File: config.mk
export PLATFORM = sky130hd
export DESIGN_NAME = ibsl_regs
export DESIGN_NICKNAME = d
export VERILOG_FILES = /design/src/hdl/ibsl_pkg.sv /design/src/hdl/ibsl_regs.sv
export SDC_FILE = /design/constraint.sdc
export NUM_CORES = 1
export LEC_CHECK = 0
export BUFFER_PORTS_ARGS = -buffer_cell sky130_fd_sc_hd__buf_2
export CORE_AREA = 2 2 116 118
export DETAILED_ROUTE_END_ITERATION = 6
export DIE_AREA = 0 0 118 120
export PLACE_DENSITY_LB_ADDON = 0.3
export RECOVER_POWER = 100
export SLEW_MARGIN = 20
export SYNTH_ARGS = -nofsm -noshare
export SYNTH_HDL_FRONTEND = slang
export SYNTH_SLANG_ARGS = --single-unit
File: constraint.sdc
create_clock -name clk -period 4.2 [get_ports clk]
set_input_delay 0.84 -clock clk [delete_from_list [all_inputs] [get_ports clk]]
set_output_delay 0.84 -clock clk [all_outputs]
set_load 0.02 [all_outputs]
File: src/hdl/ibsl_pkg.sv
`default_nettype none
package ibsl_pkg;

    // ---------------------------------------------------------------
    // register indices and byte addresses
    // ---------------------------------------------------------------
    localparam logic [11:0] IDX_DRIVE    = 12'h10D;
    localparam logic [11:0] IDX_STATUS   = 12'h110;
    localparam logic [11:0] IDX_FUNC_SEL = 12'h120;
    localparam logic [11:0] IDX_OUT_LVL  = 12'h124;
    localparam logic [11:0] IDX_CTRL     = 12'h1FC;
    localparam logic [11:0] ADDR_DRIVE    = 12'h434;
    localparam logic [11:0] ADDR_STATUS   = 12'h440;
    localparam logic [11:0] ADDR_FUNC_SEL = 12'h480;
    localparam logic [11:0] ADDR_OUT_LVL  = 12'h490;
    localparam logic [11:0] ADDR_CTRL     = 12'h7F0;

    // ---------------------------------------------------------------
    // status word layout
    // ---------------------------------------------------------------
    localparam int BIT_GOOD      = 31;
    localparam int BIT_RESP_DONE = 30;
    localparam int BIT_EXEC_DONE = 29;
    localparam int BIT_ADDR_ERR  = 14;
    localparam int BIT_FMT_ERR   = 13;
    localparam int BIT_CODE_ERR  = 12;
    localparam int BIT_CMD_ERR   = 11;
    localparam int BIT_SIZE_ERR  = 10;
    localparam int LOC_MSB       = 6;
    localparam int CTRL_MATCH_ON = 0;

    // ---------------------------------------------------------------
    // frame check values and reset values
    // ---------------------------------------------------------------
    localparam logic [15:0] ACCESS_FORMAT = 16'h9800;
    localparam logic [15:0] ACCESS_CODE_A = 16'h0001;
    localparam logic [15:0] ACCESS_CODE_B = 16'h0002;
    localparam logic [15:0] MAX_FRAME_LEN = 16'h0140;
    localparam logic [7:0]  DRIVE_RESET   = 8'h62;
    localparam logic [9:0]  PIN_RESET     = 10'h000;
    localparam logic [1:0]  RESP_OKAY     = 2'h0;
    localparam logic [1:0]  RESP_SLVERR   = 2'h2;

    // register select decoded from an address
    typedef enum logic [2:0] {
        SEL_NONE,
        SEL_DRIVE,
        SEL_STATUS,
        SEL_FUNC,
        SEL_LEVEL,
        SEL_CTRL
    } ibsl_sel_e;

endpackage
`default_nettype wire

File: src/hdl/ibsl_regs.sv
`timescale 1ns/1ps
`default_nettype none
module ibsl_regs #(
    parameter int PINS = 10
) (
    // clock, reset, enable
    input  wire logic              clk,
    input  wire logic              rst_n,
    input  wire logic              ce,
    // axi4-lite write address and data
    input  wire logic [11:0]       awaddr,
    input  wire logic              awvalid,
    output logic                   awready,
    input  wire logic [31:0]       wdata,
    input  wire logic [3:0]        wstrb,
    input  wire logic              wvalid,
    output logic                   wready,
    // axi4-lite write response
    output logic [1:0]             bresp,
    output logic                   bvalid,
    input  wire logic              bready,
    // axi4-lite read
    input  wire logic [11:0]       araddr,
    input  wire logic              arvalid,
    output logic                   arready,
    output logic [31:0]            rdata,
    output logic [1:0]             rresp,
    output logic                   rvalid,
    input  wire logic              rready,
    // frame engine header check
    input  wire logic              hdrValid,
    input  wire logic              tagMatch,
    input  wire logic [47:0]       destMac,
    input  wire logic [47:0]       switchMac,
    input  wire logic [15:0]       accessFormat,
    input  wire logic [15:0]       accessCode,
    input  wire logic [15:0]       frameLen,
    // frame engine events
    input  wire logic              cmdBad,
    input  wire logic [6:0]        cmdLoc,
    input  wire logic              respDone,
    input  wire logic              execDone,
    // frame engine verdicts
    output logic                   frameDiscard,
    output logic                   respSuppress,
    output logic                   inbandDestMatchOn,
    // pins
    input  wire logic [PINS-1:0]   linkInd,
    output logic [PINS-1:0]        indicatorPin,
    output logic [7:0]             padDrive
);

    // address decode shared by read and write
    function automatic ibsl_pkg::ibsl_sel_e decodeSel(input logic [11:0] a);
        case (a)
            ibsl_pkg::ADDR_DRIVE:    decodeSel = ibsl_pkg::SEL_DRIVE;
            ibsl_pkg::ADDR_STATUS:   decodeSel = ibsl_pkg::SEL_STATUS;
            ibsl_pkg::ADDR_FUNC_SEL: decodeSel = ibsl_pkg::SEL_FUNC;
            ibsl_pkg::ADDR_OUT_LVL:  decodeSel = ibsl_pkg::SEL_LEVEL;
            ibsl_pkg::ADDR_CTRL:     decodeSel = ibsl_pkg::SEL_CTRL;
            default:                 decodeSel = ibsl_pkg::SEL_NONE;
        endcase
    endfunction

    // ---------------------------------------------------------------
    // write channel
    // ---------------------------------------------------------------
    logic        awHeld_q;
    logic        wHeld_q;
    logic [11:0] awAddr_q;
    logic [31:0] wData_q;
    logic [3:0]  wStrb_q;
    logic        awready_q;
    logic        wready_q;
    logic        bvalid_q;
    logic [1:0]  bresp_q;
    logic        doWrite;
    logic        awHeld_d;
    logic        wHeld_d;
    logic        bvalid_d;
    ibsl_pkg::ibsl_sel_e wSel;

    // next values of the write handshake
    assign doWrite  = awHeld_q & wHeld_q & ~bvalid_q;
    assign awHeld_d = (awHeld_q | (awvalid & awready_q)) & ~doWrite;
    assign wHeld_d  = (wHeld_q | (wvalid & wready_q)) & ~doWrite;
    assign bvalid_d = doWrite | (bvalid_q & ~bready);
    assign wSel     = decodeSel(awAddr_q);

    // address and data taken in either order
    always_ff @(posedge clk or negedge rst_n) begin
        if (!rst_n) begin
            awHeld_q  <= 1'b0;
            wHeld_q   <= 1'b0;
            awready_q <= 1'b0;
            wready_q  <= 1'b0;
            bvalid_q  <= 1'b0;
            bresp_q   <= ibsl_pkg::RESP_OKAY;
            awAddr_q  <= 12'h000;
            wData_q   <= 32'h0000_0000;
            wStrb_q   <= 4'h0;
        end else if (ce) begin
            awHeld_q  <= awHeld_d;
            wHeld_q   <= wHeld_d;
            awready_q <= ~awHeld_d & ~bvalid_d;
            wready_q  <= ~wHeld_d & ~bvalid_d;
            bvalid_q  <= bvalid_d;
            if (awvalid & awready_q) begin
                awAddr_q <= awaddr;
            end
            if (wvalid & wready_q) begin
                wData_q <= wdata;
                wStrb_q <= wstrb;
            end
            if (doWrite) begin
                bresp_q <= (wSel == ibsl_pkg::SEL_NONE) ?
                           ibsl_pkg::RESP_SLVERR : ibsl_pkg::RESP_OKAY;
            end
        end
    end

    // ---------------------------------------------------------------
    // writable registers
    // ---------------------------------------------------------------
    logic [PINS-1:0] funcSel_q;
    logic [PINS-1:0] outLevel_q;
    logic [7:0]      drive_q;
    logic            matchOn_q;
    logic [31:0]     funcNew, levelNew, driveNew, ctrlNew;

    // byte strobes merged with old word per target
    function automatic logic [31:0] merge(input logic [31:0] old,
                                          input logic [31:0] nw,
                                          input logic [3:0]  st);
        logic [31:0] r;
        r = old;
        for (int b = 0; b < 4; b++) begin
            if (st[b]) begin
                r[b*8 +: 8] = nw[b*8 +: 8];
            end
        end
        merge = r;
    endfunction

    // merged word per target, sliced below
    assign funcNew  = merge(32'(funcSel_q), wData_q, wStrb_q);
    assign levelNew = merge(32'(outLevel_q), wData_q, wStrb_q);
    assign driveNew = merge(32'(drive_q), wData_q, wStrb_q);
    assign ctrlNew  = merge(32'(matchOn_q), wData_q, wStrb_q);

    always_ff @(posedge clk or negedge rst_n) begin
        if (!rst_n) begin
            funcSel_q  <= PINS'(ibsl_pkg::PIN_RESET);
            outLevel_q <= PINS'(ibsl_pkg::PIN_RESET);
            drive_q    <= ibsl_pkg::DRIVE_RESET;
            matchOn_q  <= 1'b0;
        end else if (ce && doWrite) begin
            case (wSel)
                ibsl_pkg::SEL_FUNC:  funcSel_q  <= funcNew[PINS-1:0];
                ibsl_pkg::SEL_LEVEL: outLevel_q <= levelNew[PINS-1:0];
                ibsl_pkg::SEL_DRIVE: drive_q    <= driveNew[7:0];
                ibsl_pkg::SEL_CTRL:
                    matchOn_q <= ctrlNew[ibsl_pkg::CTRL_MATCH_ON];
                default: ;
            endcase
        end
    end

    // ---------------------------------------------------------------
    // in-band status flags
    // ---------------------------------------------------------------
    logic       good_q;
    logic       respDone_q;
    logic       execDone_q;
    logic       addrErr_q;
    logic       fmtErr_q;
    logic       codeErr_q;
    logic       cmdErr_q;
    logic       sizeErr_q;
    logic [6:0] loc_q;
    logic       clrFlags;
    logic       badAddr;
    logic       badFmt;
    logic       badCode;
    logic       badSize;

    assign badAddr  = matchOn_q & (destMac != switchMac);
    assign badFmt   = accessFormat != ibsl_pkg::ACCESS_FORMAT;
    assign badCode  = (accessCode != ibsl_pkg::ACCESS_CODE_A) &&
                      (accessCode != ibsl_pkg::ACCESS_CODE_B);
    assign badSize  = frameLen > ibsl_pkg::MAX_FRAME_LEN;
    assign clrFlags = hdrValid & tagMatch;

    // sticky flags, a set beats a clear in the same cycle
    always_ff @(posedge clk or negedge rst_n) begin
        if (!rst_n) begin
            good_q     <= 1'b0;
            respDone_q <= 1'b0;
            execDone_q <= 1'b0;
            addrErr_q  <= 1'b0;
            fmtErr_q   <= 1'b0;
            codeErr_q  <= 1'b0;
            cmdErr_q   <= 1'b0;
            sizeErr_q  <= 1'b0;
            loc_q      <= 7'h00;
        end else if (ce) begin
            good_q     <= good_q | (hdrValid & ~(badAddr | badFmt |
                                               badCode | badSize));
            respDone_q <= (respDone_q & ~clrFlags) | respDone;
            execDone_q <= (execDone_q & ~clrFlags) | execDone;
            addrErr_q  <= (addrErr_q & ~clrFlags) | (hdrValid & badAddr);
            fmtErr_q   <= (fmtErr_q & ~clrFlags) | (hdrValid & badFmt);
            codeErr_q  <= (codeErr_q & ~clrFlags) | (hdrValid & badCode);
            cmdErr_q   <= (cmdErr_q & ~clrFlags) | cmdBad;
            sizeErr_q  <= (sizeErr_q & ~clrFlags) | (hdrValid & badSize);
            if (cmdBad) begin
                loc_q <= cmdLoc;
            end else if (clrFlags) begin
                loc_q <= 7'h00;
            end
        end
    end

    // verdict pulses back to the frame engine
    logic frameDiscard_q;
    logic respSuppress_q;
    always_ff @(posedge clk or negedge rst_n) begin
        if (!rst_n) begin
            frameDiscard_q <= 1'b0;
            respSuppress_q <= 1'b0;
        end else if (ce) begin
            frameDiscard_q <= hdrValid & badAddr;
            respSuppress_q <= hdrValid & badSize;
        end
    end

    // ---------------------------------------------------------------
    // read channel
    // ---------------------------------------------------------------
    logic        arready_q;
    logic        rvalid_q;
    logic [31:0] rdata_q;
    logic [1:0]  rresp_q;
    logic        rvalid_d;
    logic [31:0] statusWord;
    logic [31:0] rdMux;
    ibsl_pkg::ibsl_sel_e rSel;

    assign rvalid_d = (arvalid & arready_q) | (rvalid_q & ~rready);
    assign rSel     = decodeSel(araddr);

    always_comb begin
        statusWord = 32'h0000_0000;
        statusWord[ibsl_pkg::BIT_GOOD]      = good_q;
        statusWord[ibsl_pkg::BIT_RESP_DONE] = respDone_q;
        statusWord[ibsl_pkg::BIT_EXEC_DONE] = execDone_q;
        statusWord[ibsl_pkg::BIT_ADDR_ERR]  = addrErr_q;
        statusWord[ibsl_pkg::BIT_FMT_ERR]   = fmtErr_q;
        statusWord[ibsl_pkg::BIT_CODE_ERR]  = codeErr_q;
        statusWord[ibsl_pkg::BIT_CMD_ERR]   = cmdErr_q;
        statusWord[ibsl_pkg::BIT_SIZE_ERR]  = sizeErr_q;
        statusWord[ibsl_pkg::LOC_MSB:0]     = loc_q;
    end

    // read data select
    always_comb begin
        case (rSel)
            ibsl_pkg::SEL_DRIVE:  rdMux = 32'(drive_q);
            ibsl_pkg::SEL_STATUS: rdMux = statusWord;
            ibsl_pkg::SEL_FUNC:   rdMux = 32'(funcSel_q);
            ibsl_pkg::SEL_LEVEL:  rdMux = 32'(outLevel_q);
            ibsl_pkg::SEL_CTRL:   rdMux = 32'(matchOn_q);
            default:              rdMux = 32'h0000_0000;
        endcase
    end

    // one read in flight, answer one cycle after address
    always_ff @(posedge clk or negedge rst_n) begin
        if (!rst_n) begin
            arready_q <= 1'b0;
            rvalid_q  <= 1'b0;
            rdata_q   <= 32'h0000_0000;
            rresp_q   <= ibsl_pkg::RESP_OKAY;
        end else if (ce) begin
            arready_q <= ~rvalid_d;
            rvalid_q  <= rvalid_d;
            if (arvalid & arready_q) begin
                rdata_q <= rdMux;
                rresp_q <= (rSel == ibsl_pkg::SEL_NONE) ?
                           ibsl_pkg::RESP_SLVERR : ibsl_pkg::RESP_OKAY;
            end
        end
    end

    // ---------------------------------------------------------------
    // indicator pins
    // ---------------------------------------------------------------
    logic [PINS-1:0] pin_q;
    for (genvar i = 0; i < PINS; i++) begin : g_pin
        always_ff @(posedge clk or negedge rst_n) begin
            if (!rst_n) begin
                pin_q[i] <= 1'b0;
            end else if (ce) begin
                pin_q[i] <= funcSel_q[i] ? outLevel_q[i] : linkInd[i];
            end
        end
    end

    // outputs straight from flops
    assign awready           = awready_q;
    assign wready            = wready_q;
    assign bvalid            = bvalid_q;
    assign bresp             = bresp_q;
    assign arready           = arready_q;
    assign rvalid            = rvalid_q;
    assign rdata             = rdata_q;
    assign rresp             = rresp_q;
    assign frameDiscard      = frameDiscard_q;
    assign respSuppress      = respSuppress_q;
    assign inbandDestMatchOn = matchOn_q;
    assign indicatorPin      = pin_q;
    assign padDrive          = drive_q;
endmodule // ibsl_regs
`default_nettype wire

==> run_results.csv, run 1 <==
group,metric,value,unit
yosys,synth_edf_count,0,
route,wl_per_cell,17.8,microns
yosys,ys_types,55,
route,drt-initial-drc-count,212,
critical_path,cp_num_buf_inv,1,
critical_path,reg2reg_depth,5,
sta,setup_slack,1.00,ns
worst_hold_path,whs_path_depth,2,
clock_tree,clkTransAtPathRegs,0.07,ns
sta,setup_violations,0,
place,pre_cts_slack,1.17,ns
place,port_buffers,255,
sta,skew,0.00999,ns
power,cellLeakagePower,0.00340,uW
sta,max_slew_margin,-0.121,
route,ant_nets,0,
yosys,synthMuxAreaShare,0.149,
floorplanning,ios,296,
route,num_vias,4743,
power,p_int,1990,uW
sta,timing_hold_violations_final,0,
global_route,grt_pass1_wl,26100,microns
yosys,ys.flop_type,"dfrtp_1",
power,p_sw_frac,0.291,
clock_tree,cts_buffer_depth,2,
place,placed_cells,916,
global_route,antenna_found_initial,5,
critical_path,critical_path.startpoint,"ce",
floorplanning,die_w,118,microns
yosys,synth-simple-area-share,0.144,
sta,finalWorstPathRequiredPeriod,3.20,ns
global_route,grt_pass1_vias,4915,
critical_path,reg2reg_setup_slack,1.02,ns
status,run_status,"finished, violations left",
sta,max_freq,0.313,GHz
yosys,synth_compound_gate_area_share,0.0943,
layout,syn2layout_area_growth,29.5,%
sta,rsz0062_at_grt,"false",
power,ir_drop,0.304,mV
layout,final_cells,935,
sta,worstMarginPinSlew,1.68,ns
yosys,synth_area,5490,sq um
critical_path,worstSetupPathType,"primary input to register",
route,postRouteWirelength,16700,microns
global_route,grt.total_usage,0.240,
flow_run,maxCapViolations,2,
power,power_frac_seq,0.482,
power,switchingPower,815,uW
yosys,yosys.area_share.adder,0,
critical_path,path_cells,"clkbuf_1 -> nor4b_1 -> nand2_1 -> nor3_1 -> mux2_2",
clock_tree,cts_tree,"built",
critical_path,critical-path-max-stage-delay,1.20,ns
clock_tree,h-tree-depth,3,
clock_tree,postCtsHoldBufs,0,
route,drc,0,
power,pwr-share-comb,0.200,
global_route,overflow,0,
clock_tree,cts_buffers,9,
critical_path,critPathCaptureType,"register",
route,via_per_inst,5.07,
clock_tree,post_cts_buffers,0,
yosys,ys_warn_count,0,
floorplanning,die_area,14200,sq um
sta,slew_violations,72,
yosys,synth_xor_area_frac,0.0814,
power,p_per_area,394,nW/um^2
route,drtPass1Iterations,4,
yosys,yosysSeqAreaShare,0.488,
critical_path,timing.rr.end,"funcSel_q[0]$_DFFE_PN0P_",
critical_path,start_kind,"primary input",
critical_path,slowest_stage,"nor3_1",
power,clkPwrFrac,0.318,
floorplanning,dieHeight,120,microns
yosys,synth_top_family_by_area,"multiplexers",
place,dp_hpwl,13500,microns
place,place.gp.congestion,0.962,
layout,post-route-util,0.548,
yosys,syn_avg_cell_area,11.1,sq um
clock_tree,clk_latency,0.35,ns
sta,tns,0,ns
sta,min_period_over_period,0.761,
floorplanning,row_count,42,
critical_path,cp_data_arrival_time,3.43,ns
layout,layout-drive-gt1-share,0.382,
clock_tree,clock_sinks,107,
floorplanning,initial_core_util,0.423,
layout,final_nets,985,
yosys,syn_inst,494,
critical_path,crit_family,"simple AND/OR/NAND/NOR gates",
critical_path,timing.rr.start,"awAddr_q[1]$_DFFE_PN0P_",
yosys,ys_ff_latch,107,
floorplanning,core,13000,sq um
worst_hold_path,worstHoldStart,"sizeErr_q$_DFFE_PN0P_",
critical_path,worstPathMaxFanout,9,
clock_tree,cts_resized,0,
critical_path,cp_data_required_time,4.44,ns
clock_tree,cts_root_buffer,"clkbuf_16",
yosys,async_reset_ff_frac,1.00,
worst_hold_path,hold_class,"register to register",
status,violations,"max-capacitance violations, max-slew violations",
worst_hold_path,hold_path_end,"sizeErr_q$_DFFE_PN0P_",
global_route,grt_start_max_net_pins,71,
[routing by layer]
metal  vias to the layer above  global-route usage  share of wire
met4                         4              0.0610          0.014
met5                         -                   0         0.0013
met3                        23              0.0894          0.082
met2                       175               0.409           0.49
met1                      2264               0.287           0.41
li1                       2277                   -              -
[worst min-delay path, cell delays in order, from the launching register on]
cell and delay [ns]:
dfrtp_1 0.34, nand2_1 0.04, o21ai_0 0.06
[placed cells by master (no fill, tap or decap), drive strengths merged, types with 2 or more instances in the layout]
| master | synthesis | final |
|---|---|---|
| diode | 0 | 3 |
| nor3 | 6 | 6 |
| mux2i | 21 | 21 |
| or3 | 6 | 6 |
| dfstp | 3 | 3 |
| nand4 | 5 | 5 |
| or4 | 2 | 2 |
| o21ai | 26 | 26 |
| o22ai | 3 | 3 |
| nor4 | 25 | 25 |
| and2 | 2 | 2 |
| nand2b | 4 | 4 |
| a22o | 10 | 10 |
| clkbuf | 7 | 62 |
| nand3 | 13 | 13 |
| a21o | 3 | 3 |
| nor2 | 23 | 23 |
| a21oi | 14 | 14 |
| nand2 | 37 | 37 |
| and3 | 3 | 3 |
| clkinv | 0 | 2 |
| xor2 | 50 | 50 |
| mux2 | 54 | 54 |
| buf | 23 | 210 |
| or4b | 3 | 3 |
| conb | 1 | 16 |
| inv | 14 | 16 |
| a22oi | 7 | 7 |
| o31a | 7 | 7 |
| nor4b | 4 | 4 |
| dfrtp | 104 | 104 |
[layout make-up]
type                    instances  area, sq um
diodes                          3         7.51
clock buffers                  11          253
clock inverters                 5         67.6
fillers                      1198         5870
inverters                      14         52.6
multi-input cells             358         2570
flip-flops and latches        107         2680
well taps                     176          220
repair buffers                261         1250
[cells in the mapped netlist (2+ instances only)]
master,n,area share
dfrtp_1,104,0.47
mux2_2,54,0.11
xor2_1,50,0.080
nand2_1,37,0.025
o21ai_0,25,0.023
nor4_1,23,0.026
nor2_1,22,0.015
mux2i_1,21,0.038
buf_4,16,0.022
a21oi_1,14,0.013
inv_1,14,0.0096
nand3_1,11,0.010
a22o_1,10,0.016
a22oi_1,7,0.0096
clkbuf_1,7,0.0048
o31a_1,7,0.011
buf_1,5,0.0034
nand4_1,5,0.0057
nor3_1,5,0.0046
nand2b_1,4,0.0046
or3_1,4,0.0046
a21o_1,3,0.0041
and3_1,3,0.0034
dfstp_2,3,0.014
nor4b_1,3,0.0048
o22ai_1,3,0.0034
and2_0,2,0.0023
nor4_2,2,0.0046
or3_4,2,0.0041
or4_1,2,0.0027
or4b_2,2,0.0036
[state kept, by name (all words and copies together), names as in the netlist, 2 cells and up]
signal and cells:
indicatorPin 10, wData_q 10, awAddr_q 12, padDrive 8
outLevel_q 10, loc_q 7, rdata 18, funcSel_q 10
wStrb_q 2
[worst max-delay path by stage]
stage / slack [ns] / cells after the start / to
after CTS: 1.54 / 7 / rdata[0]$_DFFE_PN0P_
after global placement: 1.27 / 7 / rdata[0]$_DFFE_PN0P_
after global routing: 0.80 / 5 / funcSel_q[5]$_DFFE_PN0P_
final: 1.00 / 5 / funcSel_q[0]$_DFFE_PN0P_
after detailed placement: 1.17 / 7 / rdata[0]$_DFFE_PN0P_
after floorplan: 1.69 / 7 / rdata[0]$_DFFE_PN0P_
[stage by stage]
step	power, uW	hold slack [ns]	area, sq um
after floorplan	1700	0.437	5550
after global placement	1930	0.460	6910
after detailed placement	1960	0.471	6910
after CTS	2860	0.490	7230
after global routing	2950	0.518	7100
final	2800	0.488	7110
[power groups by stage]
stage / registers [uW] / logic (uW) / clock network [uW]
after floorplan: 1360 / 339 / 0
after global placement: 1360 / 566 / 0
after detailed placement: 1370 / 588 / 0
final: 1350 / 561 / 891
after global routing: 1380 / 620 / 951
after CTS: 1360 / 591 / 915
[kinds of logic (layout without fill, tap and decap cells)]
logic type / count (synthesis) / in the layout
buf+inv: 44 / 291
flops: 107 / 107
mux: 75 / 75
other cells: 1 / 19
simple gates: 138 / 138
compound gates: 78 / 78
xor+xnor: 51 / 51
No activity file was read; power rests on OpenSTA's default activity.
==> inputs of run 2 (changes only) <==
--- a/config.mk
+++ b/config.mk
@@ -6,9 +6,9 @@
 export NUM_CORES = 1
 export LEC_CHECK = 0
 export BUFFER_PORTS_ARGS = -buffer_cell sky130_fd_sc_hd__buf_2
-export CORE_AREA = 2 2 116 118
+export CORE_MARGIN = 2
+export CORE_UTILIZATION = 45
 export DETAILED_ROUTE_END_ITERATION = 6
-export DIE_AREA = 0 0 118 120
 export PLACE_DENSITY_LB_ADDON = 0.3
 export RECOVER_POWER = 100
 export SLEW_MARGIN = 20
==> constraint.sdc (replaced) <==
create_clock -name clk -period 3.25 [get_ports clk]
set_input_delay 0.65 -clock clk [delete_from_list [all_inputs] [get_ports clk]]
set_output_delay 0.65 -clock clk [all_outputs]
set_load 0.02 [all_outputs]
==> run 2 against run 1 <==
  * The flow still finishes with violations (max-capacitance violations, max-slew violations)
  * First-iteration DRC count grew 18%
  * Critical path depth did not move
  * Clock power grew 20%
  * Worst hold slack worse by 0.017 ns
  * Cell area shrank 0.60%
  * Largest cell class unchanged
  * Via count about the same
  * Total power up 27%
  * Clock skew decreased by 0.0025 ns
  * Non-clock buffer count is 1 lower
  * Wire length shrank 2.2%
==> run_results.csv, run 2 (same netlist as run 1, synthesis figures left out) <==
group,metric,value,unit
clock_tree,clock_sinks,107,
sta,skew,0.00751,ns
sta,slew_violations,41,
sta,max_slew_margin,-0.518,
floorplanning,dieHeight,114,microns
layout,most-common-layout-cells,"buf_2, dfrtp_1, mux2_2",
floorplanning,initial_core_util,0.459,
global_route,grt_pass1_wl,25100,microns
global_route,grt_pass1_vias,4721,
critical_path,worstSetupPathType,"register to register",
route,drc,0,
floorplanning,die_area,13100,sq um
layout,fillerInstances,1066,
sta,rsz0062_at_grt,"false",
clock_tree,clk_latency,0.35,ns
power,ir_drop,0.307,mV
critical_path,critical_path.startpoint,"awAddr_q[1]$_DFFE_PN0P_",
global_route,grt_start_max_net_pins,68,
power,power_frac_seq,0.492,
clock_tree,h-tree-depth,3,
layout,largest_reg_flops,18,
global_route,overflow,0,
power,clkPwrFrac,0.302,
layout,final_common_cell,"buf_2",
critical_path,critPathCaptureType,"register",
status,run_status,"finished, violations left",
clock_tree,cts_root_buffer,"clkbuf_16",
floorplanning,core,12000,sq um
floorplanning,ios,296,
worst_hold_path,worstHoldStart,"good_q$_DFFE_PN0P_",
clock_tree,cts_buffers,9,
sta,tns,0,ns
power,pwr-share-comb,0.206,
sta,setup_violations,0,
clock_tree,clkTransAtPathRegs,0.07,ns
worst_hold_path,whs_path_depth,1,
clock_tree,cts_buffer_depth,2,
critical_path,reg2reg_depth,5,
clock_tree,postCtsHoldBufs,0,
clock_tree,cts_resized,0,
floorplanning,row_count,40,
power,p_sw_frac,0.291,
route,drt-initial-drc-count,251,
critical_path,cp_data_required_time,3.48,ns
power,switchingPower,1030,uW
power,cellLeakagePower,0.00339,uW
worst_hold_path,hold_class,"register to register",
route,postRouteWirelength,16300,microns
route,num_vias,4740,
sta,max_freq,0.369,GHz
critical_path,timing.rr.end,"funcSel_q[2]$_DFFE_PN0P_",
sta,finalWorstPathRequiredPeriod,2.71,ns
sta,min_period_over_period,0.833,
route,wl_per_cell,18.0,microns
floorplanning,die_w,114,microns
critical_path,reg2reg_setup_slack,0.54,ns
critical_path,worstPathMaxFanout,9,
route,drtPass1Iterations,4,
global_route,antenna_found_initial,8,
layout,syn2layout_area_growth,28.7,%
layout,seqCellArea,2680,sq um
sta,worstMarginPinSlew,2.28,ns
place,dp_hpwl,13200,microns
critical_path,timing.rr.start,"awAddr_q[1]$_DFFE_PN0P_",
place,place.gp.congestion,1.04,
clock_tree,post_cts_buffers,0,
worst_hold_path,hold_path_end,"good_q$_DFFE_PN0P_",
route,ant_nets,0,
layout,layout-drive-gt1-share,0.381,
layout,stdcell_area,7070,sq um
critical_path,cp_data_arrival_time,2.94,ns
global_route,grt.total_usage,0.255,
clock_tree,cts_tree,"built",
layout,final_cells,906,
status,violations,"max-capacitance violations, max-slew violations",
place,dpl_cell_area,6880,sq um
route,via_per_inst,5.23,
place,placed_cells,886,
layout,multi_input_area,2590,sq um
power,p_per_area,503,nW/um^2
critical_path,start_kind,"register",
layout,final_nets,984,
sta,timing_hold_violations_final,0,
flow_run,maxCapViolations,1,
place,port_buffers,255,
power,p_int,2520,uW
[run 2: cell count changes in the layout (fill, tap and decap cells not counted), moves of 2 or more]
cell / before / now
clkinv_4: 2 / 0
clkinv_2: 0 / 3
buf_2: 207 / 205
clkbuf_1: 50 / 52
clkbuf_8: 2 / 0
[run 2: cell type report]
type                       instances  area share
sequential                       107       0.379
timing repair buffer             260       0.178
clock buffer                      10      0.0324
inverter                          14     0.00744
tap                              147      0.0260
multi-input combinational        358       0.366
antenna                            4     0.00142
clock inverter                     6     0.00885
[run 2: worst max path at each step]
stage / end / slack, ns / cells after the start
final: funcSel_q[2]$_DFFE_PN0P_ / 0.54 / 5
after global routing: padDrive[7]$_DFFE_PN0P_ / 0.44 / 6
after CTS: padDrive[2]$_DFFE_PN0P_ / 0.77 / 6
after detailed placement: rdata[0]$_DFFE_PN0P_ / 0.47 / 7
after global placement: rdata[0]$_DFFE_PN0P_ / 0.51 / 7
after floorplan: rdata[0]$_DFFE_PN0P_ / 0.93 / 7
[run 2: critical path: stages, from the launching register on]
cell     delay, ns
dfrtp_1       0.38
or3_1         0.40
or3_1         0.36
or3_1         0.38
nor3_2        0.66
mux2_2        0.41
[run 2: metal layers]
layer	share of wire	global-route usage	vias to the layer above
li1	-	-	2277
met1	0.41	0.307	2246
met4	0.025	0.0878	4
met2	0.49	0.435	183
met5	0.0013	0	-
met3	0.071	0.0762	30
[run 2: power by group through the flow]
stage / clock network, uW / registers, uW / logic (uW)
2_1_floorplan: 0 / 1760 / 438
3_3_place_gp: 0 / 1760 / 732
3_5_place_dp: 0 / 1780 / 763
4_1_cts: 1100 / 1750 / 765
5_1_grt: 1160 / 1780 / 818
6_report: 1070 / 1750 / 733
[run 2: per-stage QoR]
step	worst slack, ns	util	power (uW)	hold WS, ns
floorplan	0.932	-	2200	0.354
global placement	0.505	0.575	2490	0.457
detailed placement	0.467	0.575	2540	0.459
CTS	0.767	0.599	3620	0.291
global route	0.439	0.590	3760	0.494
finish	0.542	0.591	3550	0.471
